`config.mk`:
```
export PLATFORM = sky130hd
export DESIGN_NAME = aaf_flag_regs
export DESIGN_NICKNAME = d
export VERILOG_FILES = /design/src/core/aaf_pkg.sv /design/src/core/aaf_chan_cmp.sv /design/src/core/aaf_flag_regs.sv
export VERILOG_INCLUDE_DIRS = /design/src /design/src/core
export SDC_FILE = /design/constraint.sdc
export NUM_CORES = 1
export LEC_CHECK = 0
export BUFFER_PORTS_ARGS = -buffer_cell sky130_fd_sc_hd__buf_4
export CAP_MARGIN = 30
export CELL_PAD_IN_SITES_DETAIL_PLACEMENT = 1
export CELL_PAD_IN_SITES_GLOBAL_PLACEMENT = 2
export CORE_MARGIN = 5
export CORE_UTILIZATION = 35
export CTS_CLUSTER_SIZE = 12
export DETAILED_ROUTE_END_ITERATION = 10
export PLACE_DENSITY_LB_ADDON = 0.1
export REMOVE_ABC_BUFFERS = 1
export SETUP_SLACK_MARGIN = 0.1
export SYNTH_ARGS = -nofsm -noshare
export SYNTH_HDL_FRONTEND = slang
export SYNTH_HIERARCHICAL = 1
export SYNTH_SLANG_ARGS = --single-unit
```
`constraint.sdc`:
```
create_clock -name mclk_i -period 2.5 [get_ports mclk_i]
set_input_delay 0 -clock mclk_i [delete_from_list [all_inputs] [get_ports mclk_i]]
set_output_delay 0 -clock mclk_i [all_outputs]
set_load 0.01 [all_outputs]
```
`src/core/aaf_cfg.svh`:
```
// Constants for the converter alarm flag register bank.
// Assumes a single clock domain and a serial front end that decodes
// register addresses and strobes reads on the same clock.
//
// Function
// Each channel has a high and a low threshold, each with its own active and tripped flag.
// An active flag is 1 while its alarm condition holds and returns to 0 when it ends.
// A tripped flag sets like its active flag and stays 1 until its register is read.
// Address 11h holds tripped flags of channels 0-3, bit 7 ch0 low down to bit 0 ch3 high.
// Address 12h holds active flags of channels 0-3 in the same low/high pair order.
// Address 13h holds tripped flags of channels 4-7, bit 7 ch4 low down to bit 0 ch7 high.
// Address 14h holds active flags of channels 4-7 in the same low/high pair order.
// A flag bit reads 0 when no alarm was detected and 1 when one was.
// The four flag registers are read-only and every flag resets to 0.
// In the four-channel build a write to 13h or 14h changes nothing.
// In the four-channel build a read of 13h or 14h returns all ones.
// Alarm events show on the alarm output so the host knows to read the flags.
// Comparisons use a 16-bit threshold and an 8-bit hysteresis shared by high and low.
// A tripped flag clears once the read of its register completes, and sets again if the alarm persists.
`ifndef AAF_CFG_SVH
`define AAF_CFG_SVH

// ==========================================================
// Register offsets
`define AAF_ADDR_W 8
`define AAF_ADDR_TRIP_LO 8'h11
`define AAF_ADDR_ACT_LO 8'h12
`define AAF_ADDR_TRIP_HI 8'h13
`define AAF_ADDR_ACT_HI 8'h14

// ==========================================================
// Field layout and values
`define AAF_REG_W 8
`define AAF_GRP_CH 4
`define AAF_MAX_CH 8
`define AAF_FLAG_RST 8'h00
`define AAF_ABSENT_DATA 8'hff
`define AAF_UNMAPPED_DATA 8'h00

// ==========================================================
// Comparison widths
`define AAF_DATA_W 16
`define AAF_HYST_W 8

`endif

```
`src/core/aaf_pkg.sv`:
```
// Types shared by the alarm flag register bank.
// Assumes the constants header is compiled alongside.
package aaf_pkg;

  // ==========================================================
  // Read sequencer states, one-hot
  typedef enum logic [2:0] {
    AAF_ST_IDLE = 3'b001,
    AAF_ST_SHIFT = 3'b010,
    AAF_ST_CLEAR = 3'b100
  } aaf_state_t;

  // ==========================================================
  // Which tripped group a completed read clears
  typedef enum logic [1:0] {
    AAF_CLR_NONE = 2'h0,
    AAF_CLR_GRP0 = 2'h1,
    AAF_CLR_GRP1 = 2'h2
  } aaf_clr_t;

endpackage : aaf_pkg

```
`src/core/aaf_chan_cmp.sv`:
```
// One channel's high and low alarm comparators with hysteresis.
// Assumes eval_i pulses once per conversion result of this channel,
// with data and thresholds stable in that cycle.
module aaf_chan_cmp #(
  parameter int DATA_W = 16,
  parameter int HYST_W = 8
) (
  input wire logic mclk_i,                 // System clock
  input wire logic rst_i,                  // Async reset, high
  input wire logic eval_i,                 // New result for channel
  input wire logic [DATA_W-1:0] data_i,    // Conversion result
  input wire logic [DATA_W-1:0] hi_thr_i,  // High threshold
  input wire logic [DATA_W-1:0] lo_thr_i,  // Low threshold
  input wire logic [HYST_W-1:0] hyst_i,    // Shared hysteresis
  output logic hi_act_o,                   // High alarm active
  output logic lo_act_o,                   // Low alarm active
  output logic hi_hit_o,                   // High alarm seen, pulse
  output logic lo_hit_o                    // Low alarm seen, pulse
);

  logic hi_q, hi_d;
  logic lo_q, lo_d;
  logic [DATA_W:0] data_ext;
  logic [DATA_W:0] data_up;
  logic [DATA_W:0] lo_up;
  logic hi_cond;
  logic lo_cond;

  // ==========================================================
  // Condition with hysteresis
  // R13 16-bit thresholds, shared hysteresis
  assign data_ext = {1'b0, data_i};
  assign data_up = data_ext + {{(DATA_W + 1 - HYST_W){1'b0}}, hyst_i};
  assign lo_up = {1'b0, lo_thr_i} + {{(DATA_W + 1 - HYST_W){1'b0}}, hyst_i};

  // High sets above threshold, holds until below it minus hysteresis; low sets below, holds until above it plus hysteresis
  always_comb begin
    if (hi_q) begin
      hi_cond = data_up >= {1'b0, hi_thr_i};
    end else begin
      hi_cond = data_i > hi_thr_i;
    end
    if (lo_q) begin
      lo_cond = data_ext <= lo_up;
    end else begin
      lo_cond = data_i < lo_thr_i;
    end
  end

  // ==========================================================
  // Active flags
  // follow condition each result
  always_comb begin
    hi_d = hi_q;
    lo_d = lo_q;
    if (eval_i) begin
      hi_d = hi_cond;
      lo_d = lo_cond;
    end
  end

  // flags reset to zero
  always_ff @(posedge mclk_i or posedge rst_i) begin
    if (rst_i) begin
      hi_q <= 1'b0;
      lo_q <= 1'b0;
    end else begin
      hi_q <= hi_d;
      lo_q <= lo_d;
    end
  end

  assign hi_act_o = hi_q;
  assign lo_act_o = lo_q;
  // trip on same condition
  assign hi_hit_o = eval_i & hi_cond;
  assign lo_hit_o = eval_i & lo_cond;

endmodule : aaf_chan_cmp

```
`src/core/aaf_flag_regs.sv`:
```
// Alarm flag register bank for an eight- or four-channel converter.
// Assumes the serial front end on the same clock presents a register
// address with a one-cycle read or write request, and pulses read
// done once the answer byte has been shifted out. Conversion results
// arrive from the datapath on the same clock, one channel at a time.
`include "aaf_cfg.svh"

module aaf_flag_regs #(
  parameter int NUM_CH = 8,   // 8 or 4 channel build
  parameter int DATA_W = 16,  // Result and threshold width
  parameter int HYST_W = 8    // Hysteresis width
) (
  input wire logic mclk_i,                           // System clock
  input wire logic rst_i,                            // Async reset, high
  input wire logic res_valid_i,                      // Result strobe
  input wire logic [2:0] res_chan_i,                 // Result channel
  input wire logic [DATA_W-1:0] res_data_i,          // Result value
  input wire logic [NUM_CH*DATA_W-1:0] hi_thr_i,     // High thresholds
  input wire logic [NUM_CH*DATA_W-1:0] lo_thr_i,     // Low thresholds
  input wire logic [NUM_CH*HYST_W-1:0] hyst_i,       // Hysteresis values
  input wire logic rd_req_i,                         // Register read request
  input wire logic wr_req_i,                         // Register write request
  input wire logic [`AAF_ADDR_W-1:0] addr_i,         // Register address
  input wire logic rd_done_i,                        // Read byte shifted out
  output logic [`AAF_REG_W-1:0] rd_data_o,           // Read data
  output logic rd_busy_o,                            // Read in progress
  output logic alarm_o                               // Alarm pin level
);

  localparam int GRP = `AAF_GRP_CH;
  localparam int MAXC = `AAF_MAX_CH;

  // ==========================================================
  // Declarations
  aaf_pkg::aaf_state_t state_q, state_d;
  aaf_pkg::aaf_clr_t clr_q, clr_d;
  logic [`AAF_REG_W-1:0] rd_data_q, rd_data_d;
  logic [MAXC-1:0] act_hi;
  logic [MAXC-1:0] act_lo;
  logic [MAXC-1:0] hit_hi;
  logic [MAXC-1:0] hit_lo;
  logic [MAXC-1:0] trip_hi_q, trip_hi_d;
  logic [MAXC-1:0] trip_lo_q, trip_lo_d;
  logic [MAXC-1:0] clr_hi_mask;
  logic [MAXC-1:0] clr_lo_mask;
  logic alarm_q, alarm_d;
  logic is_upper;
  logic upper_absent;
  logic [`AAF_REG_W-1:0] reg_trip0;
  logic [`AAF_REG_W-1:0] reg_act0;
  logic [`AAF_REG_W-1:0] reg_trip1;
  logic [`AAF_REG_W-1:0] reg_act1;

  // ==========================================================
  // Pack four channels into low/high pairs, channel 0 of the group on top
  function automatic logic [`AAF_REG_W-1:0] pack_pairs(
    input logic [GRP-1:0] lo,
    input logic [GRP-1:0] hi
  );
    logic [`AAF_REG_W-1:0] r;
    r = `AAF_FLAG_RST;
    for (int i = 0; i < GRP; i++) begin
      r[`AAF_REG_W - 1 - 2 * i] = lo[i];
      r[`AAF_REG_W - 2 - 2 * i] = hi[i];
    end
    return r;
  endfunction : pack_pairs

  // ==========================================================
  // Per-channel comparators
  // two thresholds per channel
  for (genvar g = 0; g < MAXC; g++) begin : g_ch
    if (g < NUM_CH) begin : g_on
      aaf_chan_cmp #(
        .DATA_W(DATA_W),
        .HYST_W(HYST_W)
      ) u_cmp (
        .mclk_i(mclk_i),
        .rst_i(rst_i),
        .eval_i(res_valid_i && (res_chan_i == 3'(g))),
        .data_i(res_data_i),
        .hi_thr_i(hi_thr_i[g*DATA_W +: DATA_W]),
        .lo_thr_i(lo_thr_i[g*DATA_W +: DATA_W]),
        .hyst_i(hyst_i[g*HYST_W +: HYST_W]),
        .hi_act_o(act_hi[g]),
        .lo_act_o(act_lo[g]),
        .hi_hit_o(hit_hi[g]),
        .lo_hit_o(hit_lo[g])
      );
    end else begin : g_off
      // Absent channel never alarms
      assign act_hi[g] = 1'b0;
      assign act_lo[g] = 1'b0;
      assign hit_hi[g] = 1'b0;
      assign hit_lo[g] = 1'b0;
    end
  end

  // ==========================================================
  // Register images
  // tripped ch0-3 at 11h
  assign reg_trip0 = pack_pairs(trip_lo_q[GRP-1:0], trip_hi_q[GRP-1:0]);
  // active ch0-3 at 12h
  assign reg_act0 = pack_pairs(act_lo[GRP-1:0], act_hi[GRP-1:0]);
  // tripped ch4-7 at 13h
  assign reg_trip1 = pack_pairs(trip_lo_q[MAXC-1:GRP], trip_hi_q[MAXC-1:GRP]);
  // active ch4-7 at 14h
  assign reg_act1 = pack_pairs(act_lo[MAXC-1:GRP], act_hi[MAXC-1:GRP]);

  // Upper group decode and presence
  assign is_upper = (addr_i == `AAF_ADDR_TRIP_HI) || (addr_i == `AAF_ADDR_ACT_HI);
  assign upper_absent = (NUM_CH <= GRP);

  // ==========================================================
  // Read sequencer: capture, wait for shift-out, then clear
  always_comb begin
    state_d = state_q;
    clr_d = clr_q;
    rd_data_d = rd_data_q;
    case (state_q)
      aaf_pkg::AAF_ST_IDLE: begin
        if (rd_req_i) begin
          state_d = aaf_pkg::AAF_ST_SHIFT;
          clr_d = aaf_pkg::AAF_CLR_NONE;
          // flag bits read as stored
          case (addr_i)
            `AAF_ADDR_TRIP_LO: begin
              rd_data_d = reg_trip0;
              clr_d = aaf_pkg::AAF_CLR_GRP0;
            end
            `AAF_ADDR_ACT_LO: begin
              rd_data_d = reg_act0;
            end
            `AAF_ADDR_TRIP_HI: begin
              rd_data_d = reg_trip1;
              clr_d = aaf_pkg::AAF_CLR_GRP1;
            end
            `AAF_ADDR_ACT_HI: begin
              rd_data_d = reg_act1;
            end
            default: begin
              rd_data_d = `AAF_UNMAPPED_DATA;
            end
          endcase
          // absent registers read ones
          if (is_upper && upper_absent) begin
            rd_data_d = `AAF_ABSENT_DATA;
            clr_d = aaf_pkg::AAF_CLR_NONE;
          end
        end else if (wr_req_i) begin
          // writes do not store
          // absent registers ignore writes
          state_d = aaf_pkg::AAF_ST_IDLE;
        end
      end
      aaf_pkg::AAF_ST_SHIFT: begin
        if (rd_done_i) begin
          state_d = aaf_pkg::AAF_ST_CLEAR;
        end
      end
      aaf_pkg::AAF_ST_CLEAR: begin
        state_d = aaf_pkg::AAF_ST_IDLE;
        clr_d = aaf_pkg::AAF_CLR_NONE;
      end
      default: begin
        state_d = aaf_pkg::AAF_ST_IDLE;
        clr_d = aaf_pkg::AAF_CLR_NONE;
      end
    endcase
  end

  // Sequencer registers
  always_ff @(posedge mclk_i or posedge rst_i) begin
    if (rst_i) begin
      state_q <= aaf_pkg::AAF_ST_IDLE;
      clr_q <= aaf_pkg::AAF_CLR_NONE;
      rd_data_q <= `AAF_FLAG_RST;
    end else begin
      state_q <= state_d;
      clr_q <= clr_d;
      rd_data_q <= rd_data_d;
    end
  end

  // ==========================================================
  // Clear only the tripped bits the host was shown, so a hit that
  // lands while the byte shifts out survives for the next read
  always_comb begin
    clr_hi_mask = '0;
    clr_lo_mask = '0;
    if (state_q == aaf_pkg::AAF_ST_CLEAR) begin
      for (int i = 0; i < GRP; i++) begin
        case (clr_q)
          aaf_pkg::AAF_CLR_GRP0: begin
            clr_lo_mask[i] = rd_data_q[`AAF_REG_W - 1 - 2 * i];
            clr_hi_mask[i] = rd_data_q[`AAF_REG_W - 2 - 2 * i];
          end
          aaf_pkg::AAF_CLR_GRP1: begin
            clr_lo_mask[GRP + i] = rd_data_q[`AAF_REG_W - 1 - 2 * i];
            clr_hi_mask[GRP + i] = rd_data_q[`AAF_REG_W - 2 - 2 * i];
          end
          default: begin
            clr_lo_mask[i] = 1'b0;
          end
        endcase
      end
    end
  end

  // ==========================================================
  // Tripped flags, set wins over a clear in the same cycle
  always_comb begin
    // clear after read completes
    trip_hi_d = trip_hi_q & ~clr_hi_mask;
    trip_lo_d = trip_lo_q & ~clr_lo_mask;
    // latch on alarm
    trip_hi_d = trip_hi_d | hit_hi;
    trip_lo_d = trip_lo_d | hit_lo;
  end

  // tripped flags reset to zero
  always_ff @(posedge mclk_i or posedge rst_i) begin
    if (rst_i) begin
      trip_hi_q <= '0;
      trip_lo_q <= '0;
    end else begin
      trip_hi_q <= trip_hi_d;
      trip_lo_q <= trip_lo_d;
    end
  end

  // ==========================================================
  // Alarm pin: any tripped flag pending
  always_comb begin
    // alarm output on events
    alarm_d = |{trip_hi_d, trip_lo_d};
  end

  // Alarm pin register
  always_ff @(posedge mclk_i or posedge rst_i) begin
    if (rst_i) begin
      alarm_q <= 1'b0;
    end else begin
      alarm_q <= alarm_d;
    end
  end

  // ==========================================================
  // Outputs
  assign rd_data_o = rd_data_q;   // Held until next read
  assign rd_busy_o = (state_q != aaf_pkg::AAF_ST_IDLE);
  assign alarm_o = alarm_q;

endmodule : aaf_flag_regs

```
==> results.cfg, run 1 <==
[setup_path]
critPathKind = input pin to flop
crit_path_end_kind = flop
crit_arrival_ps = 4160
cp.required_ps = 2660
path_max_fanout = 5
cp-start-kind = input pin

[floorplanning]
io_pins = 363
start_util_pct = 35.4
rows = 91
die-width_um = 260
dieArea_mm2 = 0.0676
die_h_um = 260
core_area_mm2 = 0.0618

[global_routing]
grt_pass1_vias = 28600
grt_pass1_wl_um = 156000
grt_start_max_net_pins = 22
antenna_found_initial = 7
grt_usage_pct = 28.8
grt_overflow = 0

[sta]
slew_headroom_pct = 41.4
finalWorstPathRequiredPeriod_ps = 4010
min_period_over_period_pct = 160
tightest_slew_ps = 877
max_freq_mhz = 250
drv_slew = 0
finalHoldViolCount = 0
fin_skew_ps = 7.55
fin_ws_ps = -1510
rsz0062_at_grt = yes
setup_viol = 33

[route]
drcViolationCount = 0
drt_iter0_markers = 1003
viasPerCell = 5.37
drt_pass1_iterations = 5
ant_nets = 0
routedWlPerCell_um = 21.2
totalWireLength_um = 103000
vias = 26000

[final_layout]
final_cell_mix = 1149 x buf_4, 608 x ha_1, 378 x inv_1, 184 x a21oi_1, 158 x xnor2_1
drive_gt1_share_pct = 37.9
final_common_cell = buf_4
nets = 5009
syn2layout_area_growth_pct = 55.1
fin_util_pct = 54.9

[min_path]
hold_class = input pin to flop

[synth]
synth_top_area_share_pct = 36.1
synth_edf_count = 0
ys_async_sr_fraction_pct = 100
syn_area_per_cell_um2 = 7.85
netlist_area_mm2 = 0.0219
synth_cell_type_count = 84
synth_seq_cells = 46
yosysSeqAreaShare_pct = 5.26
synthTopCellsByArea = ha_1 36%, xnor2_1 6.6%, inv_1 6.6%
synth_ff_type = dfrtp_1
yosys.area.top_type = ha_1
postSynthCellCount = 2789
yosys_warnings = 6

[clock_network]
cts_sinks = 46
ctsLongestPathBuffers = 2
cts_made_buffers = 5
cts.clk_slew.worst_paths_ps = 70
clk_latency_ps = 300
cts_tree = done
h-tree-depth = 2
cts_root_buffer = clkbuf_16

[outcome]
status = finished, violations left
violations = negative setup slack

[placement]
portBuffers = 361
gp_congestion = 0.902
dp_hpwl_um = 87300

[flow_run]
drv_cap = 0

[power]
power_w = 0.00960
p_leak_nw = 17.5
pwr_density_cell_mw_per_mm2 = 283
peakVddDrop_uv = 226
==> repair_timing <==
| item | 4_1_cts | 5_1_grt |
|---|---|---|
| endpoints found under the hold margin | 18 | 0 |
| pin swaps | 202 | 130 |
| setup endpoints to repair | 33 | 33 |
| hold buffers | 2 | 0 |
| setup buffers | 97 | 38 |
| gates resized for setup | 270 | 88 |
==> sequential cells by signal, summed over array words and instances, names as in the netlist <==
signal,cells
g_ch.g_on.u_cmp/hi_act_o,8
clr_q,2
alarm_o,1
state_q,3
trip_lo_q,8
rd_data_o,8
g_ch.g_on.u_cmp/lo_act_o,8
trip_hi_q,8
==> Yosys cell counts, types with 8 or more instances <==
library cell and instances:
a31oi_1 23, o21a_1 34, a2111oi_0 18, nor3_1 53
nor2_1 123, nand2_1 144, ha_1 632, o2111ai_1 17
nand3_1 129, o22ai_1 8, a21o_1 90, o211ai_1 14
a21boi_0 16, nor4_1 20, a22o_1 15, inv_1 385
nand2b_1 44, mux2i_1 12, o21ai_0 121, fa_1 16
a221o_1 8, dfrtp_1 45, a221oi_1 11, nor2b_1 49
and4_1 12, a211oi_2 12, a31o_2 8, inv_2 8
and3_1 32, a211oi_1 20, a21oi_1 209, o31ai_1 8
a211o_1 17, nand4_1 56, o21bai_1 19, xnor2_1 166
xor2_1 38
==> power breakdown <==
part	leakage, nW	internal, W	total (W)	switching, W
logic	16.9	0.00394	0.00787	0.00393
clock network	0.0706	0.000369	0.000684	0.000315
registers	0.523	0.000895	0.00104	0.000144
total	17.5	0.00521	0.00960	0.00439
==> path summary, 6_finish.rpt <==
kind | startpoint | end | slack (ps) | cells after the start
worst max register to register | g_ch[1].g_on.u_cmp/hi_act_o$_DFFE_PP0P_ | alarm_o$_DFF_PP0_ | 0 | 10
worst min register to register | trip_hi_q[3]$_DFF_PP0_ | trip_hi_q[3]$_DFF_PP0_ | 510 | 1
worst min-delay path | rd_req_i | state_q[1]$_DFFE_PP0P_ | 10 | 3
max in group asynchronous | rst_i | state_q[0]$_DFFE_PP1P_ | 1130 | 4
min in group asynchronous | rst_i | g_ch[6].g_on.u_cmp/hi_act_o$_DFFE_PP0P_ | 270 | 3
worst max-delay path | lo_thr_i[0] | alarm_o$_DFF_PP0_ | -1510 | 22
==> routing by layer <==
| layer | global-route usage (%) | share of wire, % |
|---|---|---|
| met1 | 36.2 | 44 |
| met2 | 52.5 | 49 |
| met3 | 2.58 | 3.2 |
| met4 | 8.07 | 3.5 |
| met5 | 0 | 0.018 |
==> area by class of cell <==
class	instances	area (um2)
fill	7531	27900
multi-input combinational	2341	20500
timing repair buffer	1221	9620
inverter	393	1480
sequential	46	1150
tap	837	1050
clock buffer	6	129
clock inverter	2	10.0
antenna	4	10.0
==> worst max-delay path, stage by stage <==
cell and delay, ps:
buf_8 80, ha_4 140, fa_2 220, a21oi_2 70
nor2_2 150, a311oi_2 110, buf_4 160, a211oi_4 360
nand3_2 140, xnor2_2 160, ha_1 310, nand4_1 140
nor4_2 360, o21ai_1 160, a31oi_1 180, a21boi_2 220
o31ai_4 90, nor3b_2 240, a21oi_2 80, or4_1 480
nor4_1 180, nand3_1 110
==> kinds of logic (layout without fill, tap and decap cells) <==
| group | count (synthesis) | count (layout) | synth area share (%) |
|---|---|---|---|
| and+or+nand+nor | 723 | 723 | 17.5 |
| DFF | 46 | 46 | 5.26 |
| xor gates and xnor gates | 204 | 204 | 8.16 |
| muxes | 13 | 13 | 0.600 |
| adders and majority gates | 648 | 648 | 37.6 |
| AOI/OAI and AO/OA | 753 | 753 | 24.0 |
| other | 0 | 4 | 0 |
| buffers and inverters | 402 | 1622 | 6.91 |
==> per-stage QoR <==
stage	hold WS [ps]	setup slack, ps	instances	setup TNS, ps	instance area [um2]
global placement	-24.5	-2160	4713	-39940	31200
floorplan	-259	-1400	2780	-17230	21900
global route	37.2	-1750	4848	-28660	34000
CTS	13.4	-1580	4811	-22870	33200
finish	13.4	-1510	4850	-23470	34000
detailed placement	-24.2	-2220	4713	-43480	31200
Note: power is estimated with default switching activity, not from simulation.
==> inputs of run 2 (changes only) <==
--- a/config.mk
+++ b/config.mk
@@ -7,7 +7,6 @@
 export NUM_CORES = 1
 export LEC_CHECK = 0
 export BUFFER_PORTS_ARGS = -buffer_cell sky130_fd_sc_hd__buf_4
-export CAP_MARGIN = 30
 export CELL_PAD_IN_SITES_DETAIL_PLACEMENT = 1
 export CELL_PAD_IN_SITES_GLOBAL_PLACEMENT = 2
 export CORE_MARGIN = 5
@@ -15,6 +14,7 @@
 export CTS_CLUSTER_SIZE = 12
 export DETAILED_ROUTE_END_ITERATION = 10
 export PLACE_DENSITY_LB_ADDON = 0.1
+export RECOVER_POWER = 25
 export REMOVE_ABC_BUFFERS = 1
 export SETUP_SLACK_MARGIN = 0.1
 export SYNTH_ARGS = -nofsm -noshare
==> run 2 against run 1 <==
Net effect:
- the run still ends with negative setup slack left
- first-iteration DRC count increased by 0.20%
- total power about the same
- sequential power about the same
- final area about the same
- die area did not move
- cell count is the same
- clock skew is essentially flat
- clock-buffer cell count stayed put
- sequential cell count stayed put
- global-route usage stayed put
- critical path type unchanged
- critical endpoint unchanged
==> results.cfg, run 2 (synthesis results as in run 1) <==
[sta]
rsz0062_at_grt = yes
finalHoldViolCount = 0
setup-tns-final_ps = -23550
setup_viol = 33
slew_headroom_pct = 41.8
max_freq_mhz = 249
fin_skew_ps = 7.51
finalWorstPathRequiredPeriod_ps = 4010
drv_slew = 0
min_period_over_period_pct = 160
fin_ws_ps = -1510
tightest_slew_ps = 873

[clock_network]
cts_root_buffer = clkbuf_16
cts_made_buffers = 5
cts.clk_slew.worst_paths_ps = 70
cts_tree = done
clk_latency_ps = 300
cts_sinks = 46
h-tree-depth = 2
ctsLongestPathBuffers = 2

[floorplanning]
core_area_mm2 = 0.0618
start_util_pct = 35.4
io_pins = 363
rows = 91
die-width_um = 260
die_h_um = 260
dieArea_mm2 = 0.0676

[setup_path]
crit_path_end_kind = flop
r2r_end = alarm_o$_DFF_PP0_
ff2ff_path_depth = 10
crit_arrival_ps = 4170
cp.required_ps = 2660
r2r_slack_ps = 0
cp-start-kind = input pin
reg2reg_from = g_ch[1].g_on.u_cmp/hi_act_o$_DFFE_PP0P_
path_max_fanout = 5
critPathKind = input pin to flop

[placement]
portBuffers = 361
gp_congestion = 0.902
dp_hpwl_um = 87300
dpl_cell_area_mm2 = 0.0312

[route]
drcViolationCount = 0
totalWireLength_um = 103000
vias = 26000
ant_nets = 0
viasPerCell = 5.37
drt_pass1_iterations = 5
drt_iter0_markers = 1005
routedWlPerCell_um = 21.2

[power]
p_sw_share_pct = 45.7
seq_power_share_pct = 10.8
combPwrFrac_pct = 82.1
p_sw_w = 0.00439
pwr_density_cell_mw_per_mm2 = 283
internal_power_w = 0.00521
p_leak_nw = 17.5
peakVddDrop_uv = 227
clock_power_share_pct = 7.1

[final_layout]
syn2layout_area_growth_pct = 55.1
final_cell_mix = 1147 x buf_4, 608 x ha_1, 378 x inv_1, 184 x a21oi_1, 158 x xnor2_1
final_area_mm2 = 0.0340
final_common_cell = buf_4
fin_util_pct = 54.9
fillCellCount = 7533
drive_gt1_share_pct = 37.9
nets = 5009

[global_routing]
grt_pass1_vias = 28600
grt_usage_pct = 28.8
antenna_found_initial = 7
grt_pass1_wl_um = 156000
grt_overflow = 0
grt_start_max_net_pins = 22

[outcome]
status = finished, violations left
violations = negative setup slack

[flow_run]
drv_cap = 0

[min_path]
hold_start = rd_req_i
hold_end = state_q[1]$_DFFE_PP0P_
hold_class = input pin to flop
min_path_cells = 3
run 2: changes by cell type in the layout (fill, tap and decap cells not counted):
cell and change:
clkbuf_1 +2, buf_4 -2
run 2: layer usage:
layer  global-route usage [%]  part of all wire [%]  vias up  wire length, um
met4                     8.07                   3.5        4             3600
met3                     2.58                   3.3      155             3370
met5                        0                 0.020        -               21
li1                         -                     -    12700                -
met2                     52.5                    49      450            50600
met1                     36.2                    44    12700            45100
run 2: per-stage QoR:
stage               std cells  hold WS [ps]  power [W]  worst slack (ps)
floorplan                2780          -259    0.00456             -1400
global placement         4713         -24.5    0.00769             -2160
detailed placement       4713         -24.2    0.00805             -2220
CTS                      4811          13.4    0.00928             -1580
global route             4848          37.2     0.0104             -1750
finish                   4850          13.8    0.00959             -1510
run 2: critical path, cell delays in order:
cell      delay [ps]
buf_8             80
ha_4             140
fa_2             220
a21oi_2           70
nor2_2           160
a311oi_2         110
buf_4            160
a211oi_4         360
nand3_2          140
xnor2_2          160
ha_1             310
nand4_1          140
nor4_2           360
o21ai_1          160
a31oi_1          180
a21boi_2         220
o31ai_4           90
nor3b_2          240
a21oi_2           80
or4_1            480
nor4_1           180
nand3_1          110
run 2: worst max path at each step:
stage | startpoint | endpoint | slack, ps | cells after the start
floorplan | lo_thr_i[0] | alarm_o$_DFF_PP0_ | -1400 | 20
global placement | lo_thr_i[48] | alarm_o$_DFF_PP0_ | -2160 | 21
detailed placement | lo_thr_i[48] | alarm_o$_DFF_PP0_ | -2220 | 21
CTS | hyst_i[24] | alarm_o$_DFF_PP0_ | -1580 | 21
global route | lo_thr_i[0] | alarm_o$_DFF_PP0_ | -1750 | 22
finish | lo_thr_i[0] | alarm_o$_DFF_PP0_ | -1510 | 22
run 2: power by group through the flow:
stage / clock network (W) / logic [W] / registers, W
after floorplan: 0 / 0.00356 / 0.00100
after global placement: 0 / 0.00664 / 0.00105
after detailed placement: 0 / 0.00700 / 0.00105
after CTS: 0.000689 / 0.00755 / 0.00104
after global routing: 0.000718 / 0.00864 / 0.00106
final: 0.000683 / 0.00787 / 0.00104
run 2: final cells by class:
cell class	count	area (um2)	share of cell area [%]
Clock inverter	2	10.0	0.0295
Timing Repair Buffer	1221	9610	28.3
Sequential cell	46	1150	3.39
Tap cell	837	1050	3.08
Antenna cell	4	10.0	0.0295
Clock buffer	6	129	0.380
Inverter	393	1480	4.34
Multi-Input combinational cell	2341	20500	60.4
run 2: repair_timing:
item / 4_1_cts / 5_1_grt
cloned: 0 / 0
resized for setup: 270 / 88
pin swaps: 202 / 130
setup endpoints to repair: 33 / 33
buffers inserted: 97 / 38
hold buffers: 2 / 0
hold endpoints to repair: 18 / 0
